===== src/cwr_pkg.sv =====
package cwr_pkg;
  // ****************************************************************
  // Register indices and byte addresses (four bytes per index)
  // ****************************************************************
  localparam logic [11:0] CWR_IDX_BORCTL = 12'h116; // Brownout control index
  localparam logic [11:0] CWR_IDX_CFG = 12'h200; // Config word view index
  localparam logic [11:0] CWR_IDX_PWRCTL = 12'h201; // Power control index
  localparam logic [11:0] CWR_IDX_STATUS = 12'h202; // Decoded status index
  localparam logic [11:0] CWR_IDX_STKCTL = 12'h203; // Stack control index
  localparam logic [13:0] CWR_ADDR_BORCTL = {CWR_IDX_BORCTL, 2'b00};
  localparam logic [13:0] CWR_ADDR_CFG = {CWR_IDX_CFG, 2'b00};
  localparam logic [13:0] CWR_ADDR_PWRCTL = {CWR_IDX_PWRCTL, 2'b00};
  localparam logic [13:0] CWR_ADDR_STATUS = {CWR_IDX_STATUS, 2'b00};
  localparam logic [13:0] CWR_ADDR_STKCTL = {CWR_IDX_STKCTL, 2'b00};
  // ****************************************************************
  // Configuration word fields
  // ****************************************************************
  localparam int CWR_CFG_W = 14;
  localparam logic [13:0] CWR_CFG_ONES = 14'h3104; // Bits 13,12,8,2
  localparam int CWR_B_CLKOUTN = 11;
  localparam int CWR_B_BORHI = 10;
  localparam int CWR_B_BORLO = 9;
  localparam int CWR_B_CPN = 7;
  localparam int CWR_B_RSTSEL = 6;
  localparam int CWR_B_PUTN = 5;
  localparam int CWR_B_WDTHI = 4;
  localparam int CWR_B_WDTLO = 3;
  localparam int CWR_B_OSCHI = 1;
  localparam int CWR_B_OSCLO = 0;
  // Two-bit mode encodings shared by brownout and watchdog
  localparam logic [1:0] CWR_MODE_OFF = 2'h0;
  localparam logic [1:0] CWR_MODE_SW = 2'h1;
  localparam logic [1:0] CWR_MODE_RUN = 2'h2;
  localparam logic [1:0] CWR_MODE_ON = 2'h3;
  localparam logic [1:0] CWR_OSC_INT = 2'h0;
  // ****************************************************************
  // Register bit positions and reset values
  // ****************************************************************
  localparam int CWR_B_SWBOR = 7; // Brownout control bit 7
  localparam int CWR_B_BORFAST = 6;
  localparam int CWR_B_BORREADY = 0;
  localparam int CWR_B_SWWDT = 0; // Stack control register bit 0
  localparam int CWR_B_STKOVER = 7; // Power control flags
  localparam int CWR_B_STKUNDER = 6;
  localparam int CWR_B_STKRSTEN = 1; // Stack control reset enable
  localparam logic [7:0] CWR_BORCTL_RST = 8'h80;
  localparam logic [7:0] CWR_STKCTL_RST = 8'h02;
  // ****************************************************************
  // Stack and timing
  // ****************************************************************
  localparam int CWR_STK_DEPTH = 16;
  localparam int CWR_STK_W = 15;
  localparam int CWR_CLK_MHZ = 125;
  localparam int CWR_PUT_US = 64; // Power-up stretch, microseconds
  localparam int CWR_PUT_CYC = CWR_PUT_US * CWR_CLK_MHZ;
  localparam int CWR_BASE_CYC = 16; // Minimal reset hold, cycles
  localparam logic [1:0] CWR_RESP_OK = 2'h0;
  localparam logic [1:0] CWR_RESP_SLVERR = 2'h2;
  // Reset cause encoding
  typedef enum logic [3:0] {
    CWR_SRC_NONE, CWR_SRC_POR, CWR_SRC_BOR, CWR_SRC_LOWBROWN, CWR_SRC_PIN,
    CWR_SRC_WDT, CWR_SRC_INSTR, CWR_SRC_STKOVER, CWR_SRC_STKUNDER, CWR_SRC_PROG
  } cwr_src_e;
endpackage : cwr_pkg


===== src/cwr_config_reset.sv =====
// Implementation choice: register access over AXI4-Lite.
`timescale 1ns/1ns
module cwr_config_reset #(
  parameter int PutCycles = cwr_pkg::CWR_PUT_CYC
) (
  input wire logic clk,
  input wire logic resetn,
  // Non-volatile word, stable while reset is held
  input wire logic [cwr_pkg::CWR_CFG_W-1:0] nvmConfigWord,
  input wire logic lowVoltageProgramming,
  // Reset source pulses from the analog and core side
  input wire logic porEvent,
  input wire logic borEvent,
  input wire logic lowPowerBrownEvent,
  input wire logic resetPinN,
  input wire logic watchdogEvent,
  input wire logic resetInstr,
  input wire logic progModeExit,
  input wire logic sleepMode,
  input wire logic portEPullupBit3,
  // Stack push/pop from the core
  input wire logic stackPush,
  input wire logic stackPop,
  input wire logic [cwr_pkg::CWR_STK_W-1:0] stackPushData,
  output logic [cwr_pkg::CWR_STK_W-1:0] stackTop,
  // Decoded outputs
  output logic clockOutputEnable,
  output logic brownoutActive,
  output logic watchdogActive,
  output logic codeProtect,
  output logic externalResetEnable,
  output logic resetPinPullup,
  output logic internalOscSelect,
  output logic [1:0] extClockRange,
  output logic coreResetN,
  output cwr_pkg::cwr_src_e lastResetSource,
  // AXI4-Lite slave
  input wire logic [13:0] s_axi_awaddr,
  input wire logic s_axi_awvalid,
  output logic s_axi_awready,
  input wire logic [31:0] s_axi_wdata,
  input wire logic [3:0] s_axi_wstrb,
  input wire logic s_axi_wvalid,
  output logic s_axi_wready,
  output logic [1:0] s_axi_bresp,
  output logic s_axi_bvalid,
  input wire logic s_axi_bready,
  input wire logic [13:0] s_axi_araddr,
  input wire logic s_axi_arvalid,
  output logic s_axi_arready,
  output logic [31:0] s_axi_rdata,
  output logic [1:0] s_axi_rresp,
  output logic s_axi_rvalid,
  input wire logic s_axi_rready
);
  import cwr_pkg::*;

  // ****************************************************************
  // State record
  // ****************************************************************
  typedef struct packed {
    logic [CWR_CFG_W-1:0] cfg; // Latched configuration word
    logic lowVolt; // Latched programming mode strap
    logic [7:0] borCtl; // Brownout control register
    logic swWdt; // Software watchdog enable
    logic stack_overflow_flag; // Sticky overflow flag
    logic stack_underflow_flag; // Sticky underflow flag
    logic stkRstEn; // Stack fault reset enable
    logic [4:0] sp; // Stack pointer, 0..16
    logic [31:0] rstCnt; // Reset hold counter
    logic inReset; // Core held in reset
    cwr_src_e src; // Last reset cause
    logic [1:0] pinSync; // Reset pin synchroniser
    logic bvalid;
    logic [1:0] bresp;
    logic rvalid;
    logic [31:0] rdata;
    logic [1:0] rresp;
    logic [CWR_STK_W-1:0] top; // Registered top stack entry
  } cwr_state_s;

  cwr_state_s st_q, st_d;
  logic [CWR_STK_W-1:0] stackMem [CWR_STK_DEPTH]; // Return stack storage
  logic [CWR_CFG_W-1:0] cfgView; // Word as software reads it
  logic [1:0] borMode, wdtMode;
  logic pinResetReq, stkFault, ovfEvt, unfEvt, doPush, doPop;
  logic wrGo, rdGo;

  // ****************************************************************
  // Field decode
  // ****************************************************************
  // Unimplemented bits forced to one regardless of storage
  assign cfgView = st_q.cfg | CWR_CFG_ONES;
  assign borMode = cfgView[CWR_B_BORHI:CWR_B_BORLO];
  assign wdtMode = cfgView[CWR_B_WDTHI:CWR_B_WDTLO];

  always_comb begin
    // Clock out pin only when its bit is cleared
    clockOutputEnable = ~cfgView[CWR_B_CLKOUTN];
    // Brownout mode select
    case (borMode)
      CWR_MODE_ON: brownoutActive = 1'b1;
      CWR_MODE_RUN: brownoutActive = ~sleepMode;
      CWR_MODE_SW: brownoutActive = st_q.borCtl[CWR_B_SWBOR];
      default: brownoutActive = 1'b0;
    endcase
    codeProtect = ~cfgView[CWR_B_CPN];
    // Programming mode keeps the pin as reset, select bit ignored
    if (st_q.lowVolt) begin
      externalResetEnable = 1'b1;
      resetPinPullup = 1'b1;
    end else begin
      externalResetEnable = cfgView[CWR_B_RSTSEL];
      resetPinPullup = cfgView[CWR_B_RSTSEL] | portEPullupBit3;
    end
    // Watchdog mode select
    case (wdtMode)
      CWR_MODE_ON: watchdogActive = 1'b1;
      CWR_MODE_RUN: watchdogActive = ~sleepMode;
      CWR_MODE_SW: watchdogActive = st_q.swWdt;
      default: watchdogActive = 1'b0;
    endcase
    // Oscillator select: 00 internal, else external range
    internalOscSelect = (cfgView[CWR_B_OSCHI:CWR_B_OSCLO] == CWR_OSC_INT);
    extClockRange = cfgView[CWR_B_OSCHI:CWR_B_OSCLO];
  end

  // ****************************************************************
  // Return stack
  // ****************************************************************
  // Push past full or pop from empty is a fault, not a wrap
  assign ovfEvt = stackPush && !stackPop && (st_q.sp == 5'(CWR_STK_DEPTH));
  assign unfEvt = stackPop && !stackPush && (st_q.sp == 5'h00);
  assign doPush = stackPush && !stackPop && !ovfEvt && !st_q.inReset;
  assign doPop = stackPop && !stackPush && !unfEvt && !st_q.inReset;
  assign stkFault = st_q.stkRstEn && (ovfEvt || unfEvt) && !st_q.inReset;

  // Memory array, kept out of the state record for size
  always_ff @(posedge clk) begin
    if (doPush) begin
      stackMem[st_q.sp[3:0]] <= stackPushData;
    end
  end

  // Pin reset seen only after both synchroniser stages
  assign pinResetReq = externalResetEnable && !st_q.pinSync[1];
  assign wrGo = s_axi_awvalid && s_axi_wvalid && !st_q.bvalid;
  assign rdGo = s_axi_arvalid && !st_q.rvalid;
  assign s_axi_awready = wrGo;
  assign s_axi_wready = wrGo;
  assign s_axi_arready = rdGo;

  // ****************************************************************
  // Next state
  // ****************************************************************
  always_comb begin
    st_d = st_q;
    st_d.pinSync = {st_q.pinSync[0], resetPinN};
    // Reset sequencer: any source restarts the hold
    if (porEvent || borEvent || lowPowerBrownEvent || pinResetReq || watchdogEvent ||
        resetInstr || stkFault || progModeExit) begin
      st_d.inReset = 1'b1;
      if (porEvent) begin
        st_d.src = CWR_SRC_POR;
      end else if (borEvent) begin
        st_d.src = CWR_SRC_BOR;
      end else if (lowPowerBrownEvent) begin
        st_d.src = CWR_SRC_LOWBROWN;
      end else if (pinResetReq) begin
        st_d.src = CWR_SRC_PIN;
      end else if (watchdogEvent) begin
        st_d.src = CWR_SRC_WDT;
      end else if (resetInstr) begin
        st_d.src = CWR_SRC_INSTR;
      end else if (stkFault) begin
        st_d.src = ovfEvt ? CWR_SRC_STKOVER : CWR_SRC_STKUNDER;
      end else begin
        st_d.src = CWR_SRC_PROG;
      end
      // POR and BOR events get the longer stretch when the timer is on
      if ((porEvent || borEvent) && !cfgView[CWR_B_PUTN]) begin
        st_d.rstCnt = 32'(PutCycles);
      end else begin
        st_d.rstCnt = 32'(CWR_BASE_CYC);
      end
      st_d.sp = 5'h00;
    end else if (st_q.inReset) begin
      // Word sampled every hold cycle, frozen once released
      st_d.cfg = nvmConfigWord;
      st_d.lowVolt = lowVoltageProgramming;
      if (st_q.rstCnt <= 32'h1) begin
        st_d.inReset = 1'b0;
      end else begin
        st_d.rstCnt = st_q.rstCnt - 32'h1;
      end
    end else if (doPush) begin
      st_d.sp = st_q.sp + 5'h01;
    end else if (doPop) begin
      st_d.sp = st_q.sp - 5'h01;
    end
    // Top entry in a register so the core never waits on the array
    if (doPush) begin
      st_d.top = stackPushData;
    end else if (doPop && st_q.sp > 5'h01) begin
      // Entry below the popped one becomes the new top
      st_d.top = stackMem[4'(st_q.sp - 5'h02)];
    end
    // Bus write; sticky flags cleared by writing zero
    if (st_q.bvalid && s_axi_bready) begin
      st_d.bvalid = 1'b0;
    end
    if (wrGo) begin
      st_d.bvalid = 1'b1;
      st_d.bresp = CWR_RESP_OK;
      case (s_axi_awaddr)
        CWR_ADDR_BORCTL: if (s_axi_wstrb[0]) begin
          st_d.borCtl[CWR_B_SWBOR] = s_axi_wdata[CWR_B_SWBOR];
          st_d.borCtl[CWR_B_BORFAST] = s_axi_wdata[CWR_B_BORFAST];
        end
        CWR_ADDR_PWRCTL: if (s_axi_wstrb[0]) begin
          st_d.stack_overflow_flag = st_q.stack_overflow_flag & s_axi_wdata[CWR_B_STKOVER];
          st_d.stack_underflow_flag = st_q.stack_underflow_flag & s_axi_wdata[CWR_B_STKUNDER];
        end
        CWR_ADDR_STKCTL: if (s_axi_wstrb[0]) begin
          st_d.stkRstEn = s_axi_wdata[CWR_B_STKRSTEN];
          st_d.swWdt = s_axi_wdata[CWR_B_SWWDT];
        end
        CWR_ADDR_CFG, CWR_ADDR_STATUS: ;
        default: st_d.bresp = CWR_RESP_SLVERR;
      endcase
    end
    // Hardware set wins over a same-cycle clear
    if (ovfEvt) begin
      st_d.stack_overflow_flag = 1'b1;
    end
    if (unfEvt) begin
      st_d.stack_underflow_flag = 1'b1;
    end
    // Ready mirrors brownout enable state
    st_d.borCtl[CWR_B_BORREADY] = brownoutActive;
    // Bus read
    if (st_q.rvalid && s_axi_rready) begin
      st_d.rvalid = 1'b0;
    end
    if (rdGo) begin
      st_d.rvalid = 1'b1;
      st_d.rresp = CWR_RESP_OK;
      st_d.rdata = 32'h0;
      case (s_axi_araddr)
        CWR_ADDR_BORCTL: st_d.rdata[7:0] = st_q.borCtl;
        CWR_ADDR_CFG: st_d.rdata[CWR_CFG_W-1:0] = cfgView;
        CWR_ADDR_PWRCTL: begin
          st_d.rdata[CWR_B_STKOVER] = st_q.stack_overflow_flag;
          st_d.rdata[CWR_B_STKUNDER] = st_q.stack_underflow_flag;
        end
        CWR_ADDR_STATUS: st_d.rdata[7:0] = {st_q.src, st_q.inReset, codeProtect,
                                           brownoutActive, watchdogActive};
        CWR_ADDR_STKCTL: st_d.rdata[7:0] = {st_q.sp[3:0], 2'b00, st_q.stkRstEn, st_q.swWdt};
        default: st_d.rresp = CWR_RESP_SLVERR;
      endcase
    end
  end

  // ****************************************************************
  // State register
  // ****************************************************************
  always_ff @(posedge clk or negedge resetn) begin
    if (!resetn) begin
      st_q <= '{cfg: '1, lowVolt: 1'b1, borCtl: CWR_BORCTL_RST, swWdt: 1'b0, stack_overflow_flag: 1'b0,
                stack_underflow_flag: 1'b0, stkRstEn: CWR_STKCTL_RST[CWR_B_STKRSTEN], sp: 5'h00,
                rstCnt: 32'(CWR_BASE_CYC), inReset: 1'b1, src: CWR_SRC_POR,
                pinSync: 2'b11, bvalid: 1'b0, bresp: 2'h0, rvalid: 1'b0,
                rdata: 32'h0, rresp: 2'h0, top: '0};
    end else begin
      st_q <= st_d;
    end
  end

  assign coreResetN = ~st_q.inReset;
  assign stackTop = st_q.top;
  assign lastResetSource = st_q.src;
  assign s_axi_bvalid = st_q.bvalid;
  assign s_axi_bresp = st_q.bresp;
  assign s_axi_rvalid = st_q.rvalid;
  assign s_axi_rdata = st_q.rdata;
  assign s_axi_rresp = st_q.rresp;

  // ****************************************************************
  // Checks
  // ****************************************************************
  // Watch the bus answer itself, not the forced view
  a_cfg_ones_read: assert property (@(posedge clk) disable iff (!resetn)
    (rdGo && s_axi_araddr == CWR_ADDR_CFG) |=>
      ((s_axi_rdata[CWR_CFG_W-1:0] & CWR_CFG_ONES) == CWR_CFG_ONES))
    else $error("unimplemented cfg bit low");
  a_clock_output_pin_pin: assert property (@(posedge clk) disable iff (!resetn)
    clockOutputEnable != cfgView[CWR_B_CLKOUTN]) else $error("clock out mismatch");
  a_bor_off_mode: assert property (@(posedge clk) disable iff (!resetn)
    (borMode == CWR_MODE_OFF) |-> !brownoutActive) else $error("brownout on when off");
  a_code_protect: assert property (@(posedge clk) disable iff (!resetn)
    codeProtect == !cfgView[CWR_B_CPN]) else $error("code protect mismatch");
  a_lowvolt_pin_reset: assert property (@(posedge clk) disable iff (!resetn)
    st_q.lowVolt |-> externalResetEnable) else $error("pin reset lost in low voltage mode");
  a_wdt_sw_mode: assert property (@(posedge clk) disable iff (!resetn)
    (wdtMode == CWR_MODE_SW) |-> (watchdogActive == st_q.swWdt)) else $error("wdt sw mode");
  a_ovf_flag_set: assert property (@(posedge clk) disable iff (!resetn)
    ovfEvt |=> st_q.stack_overflow_flag) else $error("overflow flag not set");
  a_stk_reset: assert property (@(posedge clk) disable iff (!resetn)
    stkFault |=> (st_q.inReset && !coreResetN)) else $error("stack fault no reset");
  a_cfg_frozen: assert property (@(posedge clk) disable iff (!resetn)
    (!st_q.inReset && !$past(st_q.inReset)) |-> $stable(st_q.cfg)) else $error("cfg moved");
  a_sp_bound: assert property (@(posedge clk) disable iff (!resetn)
    st_q.sp <= 5'(CWR_STK_DEPTH)) else $error("stack pointer out of range");
  // Always-on brownout mode must never drop out
  a_bor_on_mode: assert property (@(posedge clk) disable iff (!resetn)
    (borMode == CWR_MODE_ON) |-> brownoutActive) else $error("brownout off when on");
  // Watchdog field at zero keeps the timer off
  a_wdt_off_mode: assert property (@(posedge clk) disable iff (!resetn)
    (wdtMode == CWR_MODE_OFF) |-> !watchdogActive) else $error("watchdog on when off");
  // Input-pin mode hands the pull-up to the port bit
  a_pin_input_mode: assert property (@(posedge clk) disable iff (!resetn)
    (!st_q.lowVolt && !cfgView[CWR_B_RSTSEL]) |->
      (!externalResetEnable && (resetPinPullup == portEPullupBit3)))
    else $error("pin input mode wrong");
  // POR and BOR events with the timer on load the long hold
  a_put_stretch: assert property (@(posedge clk) disable iff (!resetn)
    ((porEvent || borEvent) && !cfgView[CWR_B_PUTN]) |=> (st_q.rstCnt == 32'(PutCycles)))
    else $error("power-up stretch not loaded");
  // Instruction, watchdog and programming-exit sources restart the hold
  a_src_restart: assert property (@(posedge clk) disable iff (!resetn)
    (resetInstr || watchdogEvent || progModeExit) |=> !coreResetN) else $error("source ignored");
  // Underflow flag follows its event
  a_unf_flag_set: assert property (@(posedge clk) disable iff (!resetn)
    unfEvt |=> st_q.stack_underflow_flag) else $error("underflow flag not set");
  // A push lands in the top entry one cycle later
  a_push_top: assert property (@(posedge clk) disable iff (!resetn)
    doPush |=> (stackTop == $past(stackPushData))) else $error("push lost");
endmodule // cwr_config_reset


===== config.mk =====
export PLATFORM = sky130hd
export DESIGN_NAME = cwr_config_reset
export DESIGN_NICKNAME = d
export VERILOG_FILES = /design/src/cwr_pkg.sv /design/src/cwr_config_reset.sv
export SDC_FILE = /design/constraint.sdc
export NUM_CORES = 1
export LEC_CHECK = 0
export BUFFER_PORTS_ARGS = -buffer_cell sky130_fd_sc_hd__buf_2
export CAP_MARGIN = 25
export CORE_UTILIZATION = 53
export DETAILED_ROUTE_END_ITERATION = 7
export GPL_ROUTABILITY_DRIVEN = 0
export PLACE_DENSITY_LB_ADDON = 0.05
export SYNTH_ARGS = -nofsm -noshare
export SYNTH_HDL_FRONTEND = slang
export SYNTH_SLANG_ARGS = --single-unit

===== constraint.sdc =====
create_clock -name clk -period 3.31 [get_ports clk]
set_input_delay 0 -clock clk [delete_from_list [all_inputs] [get_ports clk]]
set_output_delay 0 -clock clk [all_outputs]
set_load 0.03 [all_outputs]

==> summary.md, run 1 <==
| Metric | Value |
|---|---|
| Routed wire length | `33.9 mm` |
| Vias | `9073` |
| Achievable frequency | `348 MHz` |
| I/O pin cnt | `182` |
| Antenna violations before repair | `0` |
| Worst hold path stage count | `5` |
| Core Util, Final | `0.640` |
| Register clock-pin slew on the reported worst setup and hold paths | `0.06 ns` |
| Min Tclk post-route | `2.88 ns` |
| DRC violation count after routing | `0` |
| Critical path's slowest cell | `buf_4` |
| Port Buffers | `126` |
| Layout cells sized above 1 | `0.304` |
| Synth Register Bits | `333` |
| CP cell instances | `buf_4 -> ha_1 -> nand2b_1 -> a211oi_1 -> nor3b_2 -> buf_4 -> a32o_1 -> a211oi_1` |
| HP Class | `in -> reg` |
| Library cells used by synthesis | `77` |
| Slew headroom | `0.335` |
| Top cells by area, synth | `edfxtp_1 49%, dfrtp_1 13%, mux4_2 9.5%, dfstp_2 3.2%, buf_4 3.0%` |
| Die width | `169 um` |
| Clock sinks | `333` |
| Die Y | `169 um` |
| Pin count of the biggest net entering global routing | `67` |
| Nets | `1286` |
| WS Path Type | `reg -> reg` |
| Top_reg_cell synth | `edfxtp_1` |
| Register area share after synthesis | `0.649` |
| Hold Startpoint | `s_axi_araddr[11]` |
| GRT Util Overall | `0.244` |
| CTS buffer count | `36` |
| Fin Setup TNS | `0 ns` |
| Critical path arrival | `3.28 ns` |
| Area of the mapped netlist | `0.0147 mm2` |
| Startpoint of the worst-slack reg-to-reg timing path | `st_q[92]` |
| Yosys top cell area share | `0.490` |
| Dominant cell type by area after synthesis | `edfxtp_1` |
| Post-CTS sizing | `0` |
| Startpoint class of the critical path | `register` |
| Diode count | `0` |
| P_int | `6.85 mW` |
| Clk pwr share | `0.416` |
| Result of the run | `completed` |
| Post-detailed-route wirelength per cell | `21.7 um` |
| Cells after Synth | `981` |
| Largest delay share family, worst path | `compound AO/OA/AOI/OAI gates` |
| Hold Path End | `s_axi_rresp[1]` |
| Global-route wire length before repair | `51.8 mm` |
| Core box area | `0.0271 mm2` |
| Endpoints failing setup | `0` |
| Worst skew pair latency | `0.52 ns` |
| Fin crit share | `0.869` |
| Switching power share of the total | `0.226` |
| Drt pass-1 iters | `5` |
| Root buf cell | `clkbuf_16` |
| R2R setup slack | `0.43 ns` |
| Area added between synthesis and finish | `17.7%` |
| PwrDens | `511 mW/mm2` |
| Post-DRT Antenna Nets | `0` |
| Post-Syn Area per Cell | `15.0 um2` |
| Yosys warnings | `0` |
| WP buf/inv | `2` |
| Worst clock skew | `0.0178 ns` |
| CP startpoint | `st_q[92]` |
| Starting Density | `0.543` |
| Vias per cell | `5.80` |
| Clk buf depth | `3` |
| Slew @ Worst Pin | `0.998 ns` |
| Critical Path End Type | `register` |
| Final Slew Violations | `0` |
| Starting DRC count in detailed routing | `755` |
| Max-Cap Viols | `0` |
| Die area | `0.0284 mm2` |
| CP max stage delay | `0.59 ns` |
| # rows | `60` |
| Comb power frac | `0.061` |
| CP required | `3.71 ns` |
| Post-synth EDFFs | `240` |
| Peak VDD IR | `0.460 mV` |
| Worst R2R Path Depth | `8` |
| Reg power frac | `0.523` |
| DP HPWL | `20.1 mm` |
| Number of global-route vias before repair | `9015` |
| Remaining global-route overflow | `0` |
| Number of H-tree levels | `2` |
| Ys async rst share | `0.279` |
| RSZ-0062 raised after global routing | `false` |
| P_sw | `2.00 mW` |
| Hold violation count in the final report | `0` |
| CTS tree | `yes` |
| RR Endpoint | `stackTop[14]` |
| Critical path peak fanout | `38` |
| Lkg Pwr | `6.46 nW` |
==> how the worst max path moves through the flow <==
stage,end,slack (ns),depth (start not counted)
after CTS,stackTop[14],0.39,8
after floorplan,stackMem[0][0],0.09,6
after global routing,stackTop[14],0.27,8
final,stackTop[14],0.43,8
after detailed placement,stackTop[14],0.38,8
after global placement,stackTop[14],0.50,6
==> cells in the mapped netlist (all sizes together) (3+ instances only) <==
| cell | number |
|---|---|
| a221oi | 3 |
| a32o | 16 |
| nor4 | 11 |
| nand2b | 5 |
| or2 | 8 |
| o31ai | 11 |
| nand2 | 75 |
| or4b | 4 |
| mux2i | 19 |
| nand3 | 14 |
| nor4b | 5 |
| mux4 | 62 |
| a22oi | 3 |
| edfxtp | 240 |
| dfrtp | 75 |
| clkbuf | 22 |
| o21ai | 36 |
| or3 | 17 |
| inv | 35 |
| or3b | 3 |
| o2bb2ai | 4 |
| xnor2 | 3 |
| a21oi | 27 |
| nor3 | 16 |
| or4 | 14 |
| a22o | 3 |
| dfstp | 18 |
| a31oi | 4 |
| xor2 | 3 |
| and4 | 3 |
| nand4 | 4 |
| a211oi | 20 |
| and3 | 5 |
| and2 | 13 |
| buf | 77 |
| ha | 10 |
| o311ai | 3 |
| mux2 | 13 |
| nor2 | 46 |
==> layout make-up <==
type,instances,area [um2]
Inverter,36,138
Clock inverter,23,156
Clock buffer,42,923
Timing Repair Buffer,225,1570
Sequential cell,333,9560
Fill cell,2008,9770
Tap cell,372,465
Multi-Input combinational cell,532,4520
==> per-stage QoR <==
step | instances | power, mW | cell area, um2 | hold slack (ns) | worst slack [ns]
2_1_floorplan | 1000 | 5.03 | 14800 | -0.296 | 0.0924
3_3_place_gp | 1437 | 5.19 | 15600 | 0.0935 | 0.501
3_5_place_dp | 1437 | 5.20 | 15600 | 0.100 | 0.378
4_1_cts | 1563 | 8.92 | 17300 | 0.0128 | 0.393
5_1_grt | 1563 | 9.15 | 17300 | 0.0291 | 0.274
6_report | 1563 | 8.86 | 17300 | 0.0196 | 0.434
==> routing by layer <==
layer	GRT usage	wire, um	up-vias
met3	0.0409	1850	64
li1	-	-	4088
met4	0.0719	763	0
met1	0.341	14900	4630
met5	0	0	-
met2	0.396	16400	291
==> registers in the layout (all words and copies together), names as in the netlist <==
register         cells
extClockRange        2
s_axi_rvalid         1
s_axi_rdata         12
s_axi_bresp          1
s_axi_rresp          1
lastResetSource      4
st_q                47
cfgView              6
stackMem           240
stackTop            15
st_d                 1
s_axi_bvalid         1
borMode              2
==> power groups by stage <==
stage | Combinational (mW) | Clock, mW | Sequential [mW]
detailed placement | 0.489 | 0 | 4.71
floorplan | 0.334 | 0 | 4.70
global route | 0.596 | 3.91 | 4.64
global placement | 0.484 | 0 | 4.71
CTS | 0.545 | 3.75 | 4.63
finish | 0.544 | 3.68 | 4.63
==> cells by family (layout without fill, tap and decap cells) <==
kind of cell | Yosys count | count (layout) | share of synthesized area
DFF | 333 | 333 | 0.649
buffers and inverters | 135 | 326 | 0.0523
muxes | 94 | 94 | 0.118
AOI/OAI and AO/OA | 148 | 148 | 0.0744
and+or+nand+nor | 254 | 254 | 0.0942
other | 1 | 20 | 0.000255
xor gates and xnor gates | 6 | 6 | 0.00357
adders and majority gates | 10 | 10 | 0.00850
==> worst register-to-register path, stage by stage (launching register included) <==
cell      delay (ns)
dfrtp_4         0.40
buf_4           0.59
ha_1            0.36
nand2b_1        0.08
a211oi_1        0.49
nor3b_2         0.10
buf_4           0.25
a32o_1          0.25
a211oi_1        0.26
==> layout by cell type, fill, tap and decap left out, types with 10 or more instances in the layout <==
| cell type | Yosys | routed |
|---|---|---|
| a211oi_1 | 20 | 20 |
| a21oi_1 | 11 | 11 |
| a21oi_2 | 16 | 16 |
| a32o_1 | 16 | 16 |
| and2_1 | 13 | 13 |
| buf_2 | 16 | 125 |
| buf_4 | 58 | 36 |
| clkbuf_16 | 0 | 36 |
| clkinv_1 | 1 | 10 |
| conb_1 | 1 | 20 |
| dfrtp_1 | 75 | 73 |
| dfstp_2 | 18 | 18 |
| dlygate4sd3_1 | 0 | 61 |
| edfxtp_1 | 240 | 240 |
| ha_1 | 10 | 10 |
| inv_1 | 34 | 34 |
| mux2_2 | 13 | 13 |
| mux2i_1 | 19 | 19 |
| mux4_2 | 62 | 62 |
| nand2_1 | 75 | 75 |
| nand3_1 | 14 | 14 |
| nor2_1 | 40 | 38 |
| nor3_1 | 13 | 10 |
| nor4_1 | 11 | 11 |
| o21ai_0 | 31 | 31 |
| o31ai_1 | 10 | 10 |
| or3_1 | 17 | 17 |
| or4_1 | 13 | 13 |
==> timing repair <==
action	4_1_cts	5_1_grt
hold endpoints to repair	332	0
hold buffers	61	0
setup buffers	0	0
No activity file was read; power rests on OpenSTA's default activity.
==> run 2, diff against run 1 <==
CORE_MARGIN = 2   (was not set)
CORE_UTILIZATION = 54   (was 53)
CTS_BUF_LIST = sky130_fd_sc_hd__clkbuf_8   (was not set)
==> run 2 against run 1 <==
Maximum frequency shrank 8.7%; final area rose by 0.77%; via count up 0.17%; critical endpoint is now s_axi_rdata[0]; largest power group unchanged.
==> summary.md, run 2 (same netlist as run 1, synthesis figures left out) <==
| Metric | Value |
|---|---|
| Slew @ Worst Pin | `0.981 ns (was 0.998 ns)` |
| Vias per cell | `5.72 (was 5.80)` |
| Comb power frac | `0.067 (was 0.061)` |
| Worst skew pair latency | `0.60 ns (was 0.52 ns)` |
| Die area | `0.0286 mm2 (was 0.0284 mm2)` |
| Max-Cap Viols | `0 (unchanged)` |
| Port Buffers | `126 (unchanged)` |
| Multi-input gate area | `0.00452 mm2 (about the same)` |
| Post-detailed-route wirelength per cell | `21.4 um (was 21.7 um)` |
| Hold violation count in the final report | `0 (unchanged)` |
| Largest register FFs | `240 (unchanged)` |
| Global-route wire length before repair | `52.2 mm (was 51.8 mm)` |
| Starting DRC count in detailed routing | `745 (was 755)` |
| Lkg Pwr | `6.67 nW (was 6.46 nW)` |
| PwrDens | `498 mW/mm2 (was 511 mW/mm2)` |
| # rows | `60 (unchanged)` |
| Clk buf depth | `3 (unchanged)` |
| Hold_ws | `0.0261 ns (was 0.0196 ns)` |
| HP Class | `in -> reg (unchanged)` |
| Nets | `1325 (was 1286)` |
| Core box area | `0.0269 mm2 (was 0.0271 mm2)` |
| Critical Path End Type | `register (unchanged)` |
| Root buf cell | `clkbuf_8 (was clkbuf_16)` |
| P_int | `6.66 mW (was 6.85 mW)` |
| I/O pin cnt | `182 (unchanged)` |
| Achievable frequency | `318 MHz (was 348 MHz)` |
| Layout cells sized above 1 | `0.317 (was 0.304)` |
| Critical path peak fanout | `2 (was 38)` |
| Worst clock skew | `0.0339 ns (was 0.0178 ns)` |
| Peak VDD IR | `0.333 mV (was 0.460 mV)` |
| Post-DRT Antenna Nets | `0 (unchanged)` |
| Critical path arrival | `3.65 ns (was 3.28 ns)` |
| WS Path Type | `in -> reg (was reg -> reg)` |
| Drt pass-1 iters | `4 (was 5)` |
| Commonest non-fill, non-tap cell in the layout | `edfxtp_1 (unchanged)` |
| Diode count | `0 (unchanged)` |
| Antenna violations before repair | `0 (unchanged)` |
| Final Slew Violations | `0 (unchanged)` |
| Area added between synthesis and finish | `18.6% (was 17.7%)` |
| Final instance area | `0.0175 mm2 (was 0.0173 mm2)` |
| Die Y | `169 um (about the same)` |
| CTS tree | `yes (unchanged)` |
| CTS buffer count | `56 (was 36)` |
| Setup bufs post-CTS | `0 (unchanged)` |
| Switching power share of the total | `0.235 (was 0.226)` |
| RSZ-0062 raised after global routing | `false (unchanged)` |
| GRT Util Overall | `0.242 (was 0.244)` |
| Die width | `169 um (about the same)` |
| DRC violation count after routing | `0 (unchanged)` |
| Startpoint class of the critical path | `input port (was register)` |
| Routed wire length | `33.9 mm (about the same)` |
| Final-layout fill cell count | `1956 (was 2008)` |
| Most frequent cells in the layout | `240 x edfxtp_1, 125 x buf_2, 75 x nand2_1 (unchanged)` |
| P_sw | `2.04 mW (was 2.00 mW)` |
| Number of global-route vias before repair | `9236 (was 9015)` |
| DP HPWL | `20.1 mm (about the same)` |
| Placed Area | `0.0156 mm2 (about the same)` |
| Min Tclk post-route | `3.15 ns (was 2.88 ns)` |
| Number of H-tree levels | `2 (unchanged)` |
| Reg area | `0.00956 mm2 (unchanged)` |
| Pin count of the biggest net entering global routing | `67 (unchanged)` |
| Vias | `9088 (was 9073)` |
| CP required | `3.82 ns (was 3.71 ns)` |
| Slew headroom | `0.346 (was 0.335)` |
| Reg power frac | `0.532 (was 0.523)` |
| Fin Setup TNS | `0 ns (unchanged)` |
| Result of the run | `completed (unchanged)` |
| Clock sinks | `333 (unchanged)` |
| Register clock-pin slew on the reported worst setup and hold paths | `0.06 ns (about the same)` |
| Clk pwr share | `0.401 (was 0.416)` |
| Fin crit share | `0.951 (was 0.869)` |
| Placed insts | `1411 (was 1437)` |
| Endpoints failing setup | `0 (unchanged)` |
| Cell Count, Final, Fillers Out | `1589 (was 1563)` |
| Starting Density | `0.548 (was 0.543)` |
| Remaining global-route overflow | `0 (unchanged)` |
run 2: repair_timing:
| action | 4_1_cts | 5_1_grt |
|---|---|---|
| gates resized for setup | 0 | 1 |
| setup endpoints to repair | 0 | 1 |
| hold endpoints to repair | 375 | 0 |
| hold buffers | 75 | 0 |
run 2: final timing paths:
check | startpoint | endpoint | slack [ns] | cells after the start
worst max-delay path | s_axi_araddr[4] | s_axi_rdata[0] | 0.16 | 9
worst min-delay path | s_axi_araddr[0] | s_axi_rresp[1] | 0.03 | 4
worst max register to register | st_q[92] | lastResetSource[2] | 0.56 | 8
worst min register to register | st_d[54] | st_q[54] | 0.36 | 0
max in group asynchronous | resetn | st_q[108] | 2.31 | 4
min in group asynchronous | resetn | st_q[98] | 0.39 | 3
run 2: power by group through the flow:
stage	clock, mW	sequential, mW	combinational (mW)
floorplan	0	4.70	0.334
global placement	0	4.71	0.498
detailed placement	0	4.71	0.505
CTS	3.57	4.63	0.575
global route	3.76	4.64	0.628
finish	3.49	4.63	0.579
run 2: layout make-up:
| class | instances | share of cell area |
|---|---|---|
| Tap cell | 341 | 0.0244 |
| Clock buffer | 65 | 0.0512 |
| Sequential cell | 333 | 0.548 |
| Multi-Input combinational cell | 532 | 0.259 |
| Clock inverter | 38 | 0.0113 |
| Inverter | 36 | 0.00788 |
| Timing Repair Buffer | 244 | 0.0990 |
run 2: routing by layer:
metal,up-vias,global-route usage,routed length [um]
li1,4178,-,-
met1,4561,0.334,14600
met3,46,0.0489,2120
met5,-,0,0
met2,303,0.400,16600
met4,0,0.0635,597
run 2: stage by stage:
stage,worst slack [ns],total power [mW],util
floorplan,0.0924,5.03,-
detailed placement,0.593,5.22,0.581
CTS,0.263,8.78,0.650
global placement,0.498,5.21,0.580
finish,0.161,8.70,0.650
global route,0.0399,9.03,0.650
run 2: worst max-delay path: stages:
cell and delay [ns]:
dlygate4sd3_1 0.53, buf_2 0.13, or4b_2 0.67, dlygate4sd3_1 0.62, nor4_1 0.28, dlygate4sd3_1 0.63
nand4_1 0.11, o311ai_1 0.10, dlygate4sd3_1 0.60
==> run 3, diff against run 2 <==
SETUP_SLACK_MARGIN = 0.4   (was not set)
==> run 3 against run 2 <==
Clock skew is 0.0096 ns lower; sequential power hardly changed; register-to-register slack gained 0.04 ns; maximum frequency grew 13%; largest cell class unchanged.
==> summary.md, run 3 (same netlist as run 1, synthesis figures left out) <==
| Metric | Value |
|---|---|
| P_int | `6.62 mW (was 6.66 mW)` |
| Final Slew Violations | `0 (unchanged)` |
| Min Tclk post-route | `2.80 ns (was 3.15 ns)` |
| Number of H-tree levels | `2 (unchanged)` |
| CTS buffer count | `53 (was 56)` |
| Number of global-route vias before repair | `9188 (was 9236)` |
| P_sw | `2.02 mW (was 2.04 mW)` |
| Most used cell, CP | `dlygate4sd3_1 (unchanged)` |
| Final Power | `8.64 mW (was 8.70 mW)` |
| Remaining global-route overflow | `0 (unchanged)` |
| Multi-input gate area | `0.00453 mm2 (was 0.00452 mm2)` |
| Die area | `0.0286 mm2 (unchanged)` |
| Core box area | `0.0269 mm2 (unchanged)` |
| CP max stage delay | `0.59 ns (was 0.67 ns)` |
| Endpoints failing setup | `0 (unchanged)` |
| Hold_ws | `0.0236 ns (was 0.0261 ns)` |
| Startpoint class of the critical path | `input port (unchanged)` |
| Fin crit share | `0.845 (was 0.951)` |
| Clock sinks | `333 (unchanged)` |
| Starting Density | `0.548 (unchanged)` |
| DP HPWL | `20.3 mm (was 20.1 mm)` |
| Worst clock skew | `0.0243 ns (was 0.0339 ns)` |
| Final instance area | `0.0174 mm2 (was 0.0175 mm2)` |
| Drt pass-1 iters | `7 (was 4)` |
| Hold violation count in the final report | `0 (unchanged)` |
| Post-detailed-route wirelength per cell | `21.1 um (was 21.4 um)` |
| Placed Area | `0.0156 mm2 (about the same)` |
| DRC violation count after routing | `0 (unchanged)` |
| Setup bufs post-CTS | `0 (unchanged)` |
| Layout cells sized above 1 | `0.313 (was 0.317)` |
| Starting DRC count in detailed routing | `753 (was 745)` |
| Die width | `169 um (unchanged)` |
| Routed wire length | `33.3 mm (was 33.9 mm)` |
| Met1 Use GR | `0.333 (was 0.334)` |
| WP buf/inv | `4 (was 5)` |
| Worst R2R Path Depth | `8 (unchanged)` |
| # rows | `60 (unchanged)` |
| Lkg Pwr | `6.58 nW (was 6.67 nW)` |
| Antenna violations before repair | `0 (unchanged)` |
| Vias per cell | `5.67 (was 5.72)` |
| GRT Util Overall | `0.239 (was 0.242)` |
| CTS tree | `yes (unchanged)` |
| RR Endpoint | `lastResetSource[2] (unchanged)` |
| Register clock-pin slew on the reported worst setup and hold paths | `0.06 ns (about the same)` |
| Result of the run | `completed (unchanged)` |
| Slew @ Worst Pin | `0.957 ns (was 0.981 ns)` |
| Critical Path End Type | `register (unchanged)` |
| Dpl ws | `0.648 ns (was 0.593 ns)` |
| Commonest non-fill, non-tap cell in the layout | `edfxtp_1 (unchanged)` |
| Largest register FFs | `240 (unchanged)` |
| Nets | `1312 (was 1325)` |
| Diode count | `0 (unchanged)` |
| GR Util met2 | `0.396 (was 0.400)` |
| Worst skew pair latency | `0.59 ns (was 0.60 ns)` |
| Achievable frequency | `357 MHz (was 318 MHz)` |
| Grt met3 use | `0.0419 (was 0.0489)` |
| Area added between synthesis and finish | `18.0% (was 18.6%)` |
| Global-route wire length before repair | `51.5 mm (was 52.2 mm)` |
| Port Buffers | `126 (unchanged)` |
| Clk pwr share | `0.399 (was 0.401)` |
| Post-DRT Antenna Nets | `0 (unchanged)` |
| Reg power frac | `0.536 (was 0.532)` |
| CP required | `3.82 ns (about the same)` |
| CP cell instances | `dlygate4sd3_1 -> buf_2 -> nor4bb_1 -> nand3_1 -> dlygate4sd3_1 -> nor3_1 -> a221oi_1 -> o311ai_1 -> dlygate4sd3_1 (was dlygate4sd3_1 -> buf_2 -> or4b_2 -> dlygate4sd3_1 -> nor4_1 -> dlygate4sd3_1 -> nand4_1 -> o311ai_1 -> dlygate4sd3_1)` |
| R2R setup slack | `0.60 ns (was 0.56 ns)` |
| Die Y | `169 um (unchanged)` |
| Root buf cell | `clkbuf_8 (unchanged)` |
| I/O pin cnt | `182 (unchanged)` |
| Top Usage Layer GRT | `met2 (unchanged)` |
| Reg area | `0.00956 mm2 (unchanged)` |
| RSZ-0062 raised after global routing | `true (was false)` |
| Max-Cap Viols | `0 (unchanged)` |
| Post-route setup slack | `0.512 ns (was 0.161 ns)` |
| Switching power share of the total | `0.234 (was 0.235)` |
| Pin count of the biggest net entering global routing | `67 (unchanged)` |
| HP Class | `in -> async (was in -> reg)` |
| Peak VDD IR | `0.335 mV (was 0.333 mV)` |
| Critical path's slowest cell | `dlygate4sd3_1 (was or4b_2)` |
| Critical path arrival | `3.30 ns (was 3.65 ns)` |
| WS Path Type | `in -> reg (unchanged)` |
| Final-layout fill cell count | `1968 (was 1956)` |
| Clk buf depth | `3 (unchanged)` |
| Critical path peak fanout | `13 (was 2)` |
| Largest delay share family, worst path | `buffers and inverters (unchanged)` |
| Startpoint of the worst-slack reg-to-reg timing path | `st_q[92] (unchanged)` |
| Comb power frac | `0.064 (was 0.067)` |
| Slew headroom | `0.362 (was 0.346)` |
| Vias | `8934 (was 9088)` |
| Most frequent cells in the layout | `240 x edfxtp_1, 125 x buf_2, 74 x nand2_1 (was 240 x edfxtp_1, 125 x buf_2, 75 x nand2_1)` |
| PwrDens | `497 mW/mm2 (was 498 mW/mm2)` |
| Fin Setup TNS | `0 ns (unchanged)` |
==> run 3: cell types whose count changed in the layout (fill, tap and decap cells not counted), moves of 4 or more <==
cell / delta
inv_1: -4
clkbuf_8: -8
clkinv_1: +6
buf_4: -7
dlygate4sd3_1: -4
==> run 3: power groups by stage <==
stage               logic (mW)  registers (mW)  clock network (mW)
floorplan                0.334            4.70                   0
global placement         0.491            4.71                   0
detailed placement       0.498            4.71                   0
CTS                      0.554            4.63                3.53
global route             0.608            4.64                3.72
finish                   0.555            4.63                3.45
==> run 3: layer usage <==
layer,up-vias,wire length [um]
li1,4155,-
met3,43,1710
met4,0,497
met2,232,16500
met5,-,0
met1,4504,14600
==> run 3: how the worst max path moves through the flow <==
stage	endpoint	slack, ns	start	cells past startpoint
final	s_axi_rdata[0]	0.51	s_axi_araddr[3]	9
after global routing	s_axi_rdata[0]	0.37	s_axi_araddr[3]	9
after CTS	lastResetSource[2]	0.48	st_q[92]	8
after detailed placement	st_q[92]	0.65	st_q[92]	8
after global placement	st_q[92]	0.65	st_q[92]	8
after floorplan	stackTop[0]	0.51	st_q[93]	11
==> run 3: repair_timing <==
item | in CTS | in global routing
hold buffers | 69 | 1
gates resized for setup | 0 | 2
setup endpoints to repair | 0 | 3
endpoints found under the hold margin | 346 | 6
==> run 3: area by class of cell <==
type | instances | share of cell area
clock inverter | 43 | 0.0160
timing repair buffer | 234 | 0.0953
inverter | 36 | 0.00792
multi-input combinational | 532 | 0.261
sequential | 333 | 0.550
clock buffer | 57 | 0.0451
tap | 341 | 0.0246
==> run 3: through the flow <==
stage	std cells	util
after floorplan	1000	-
after global placement	1406	0.581
after detailed placement	1406	0.581
after CTS	1575	0.646
after global routing	1576	0.647
final	1576	0.647
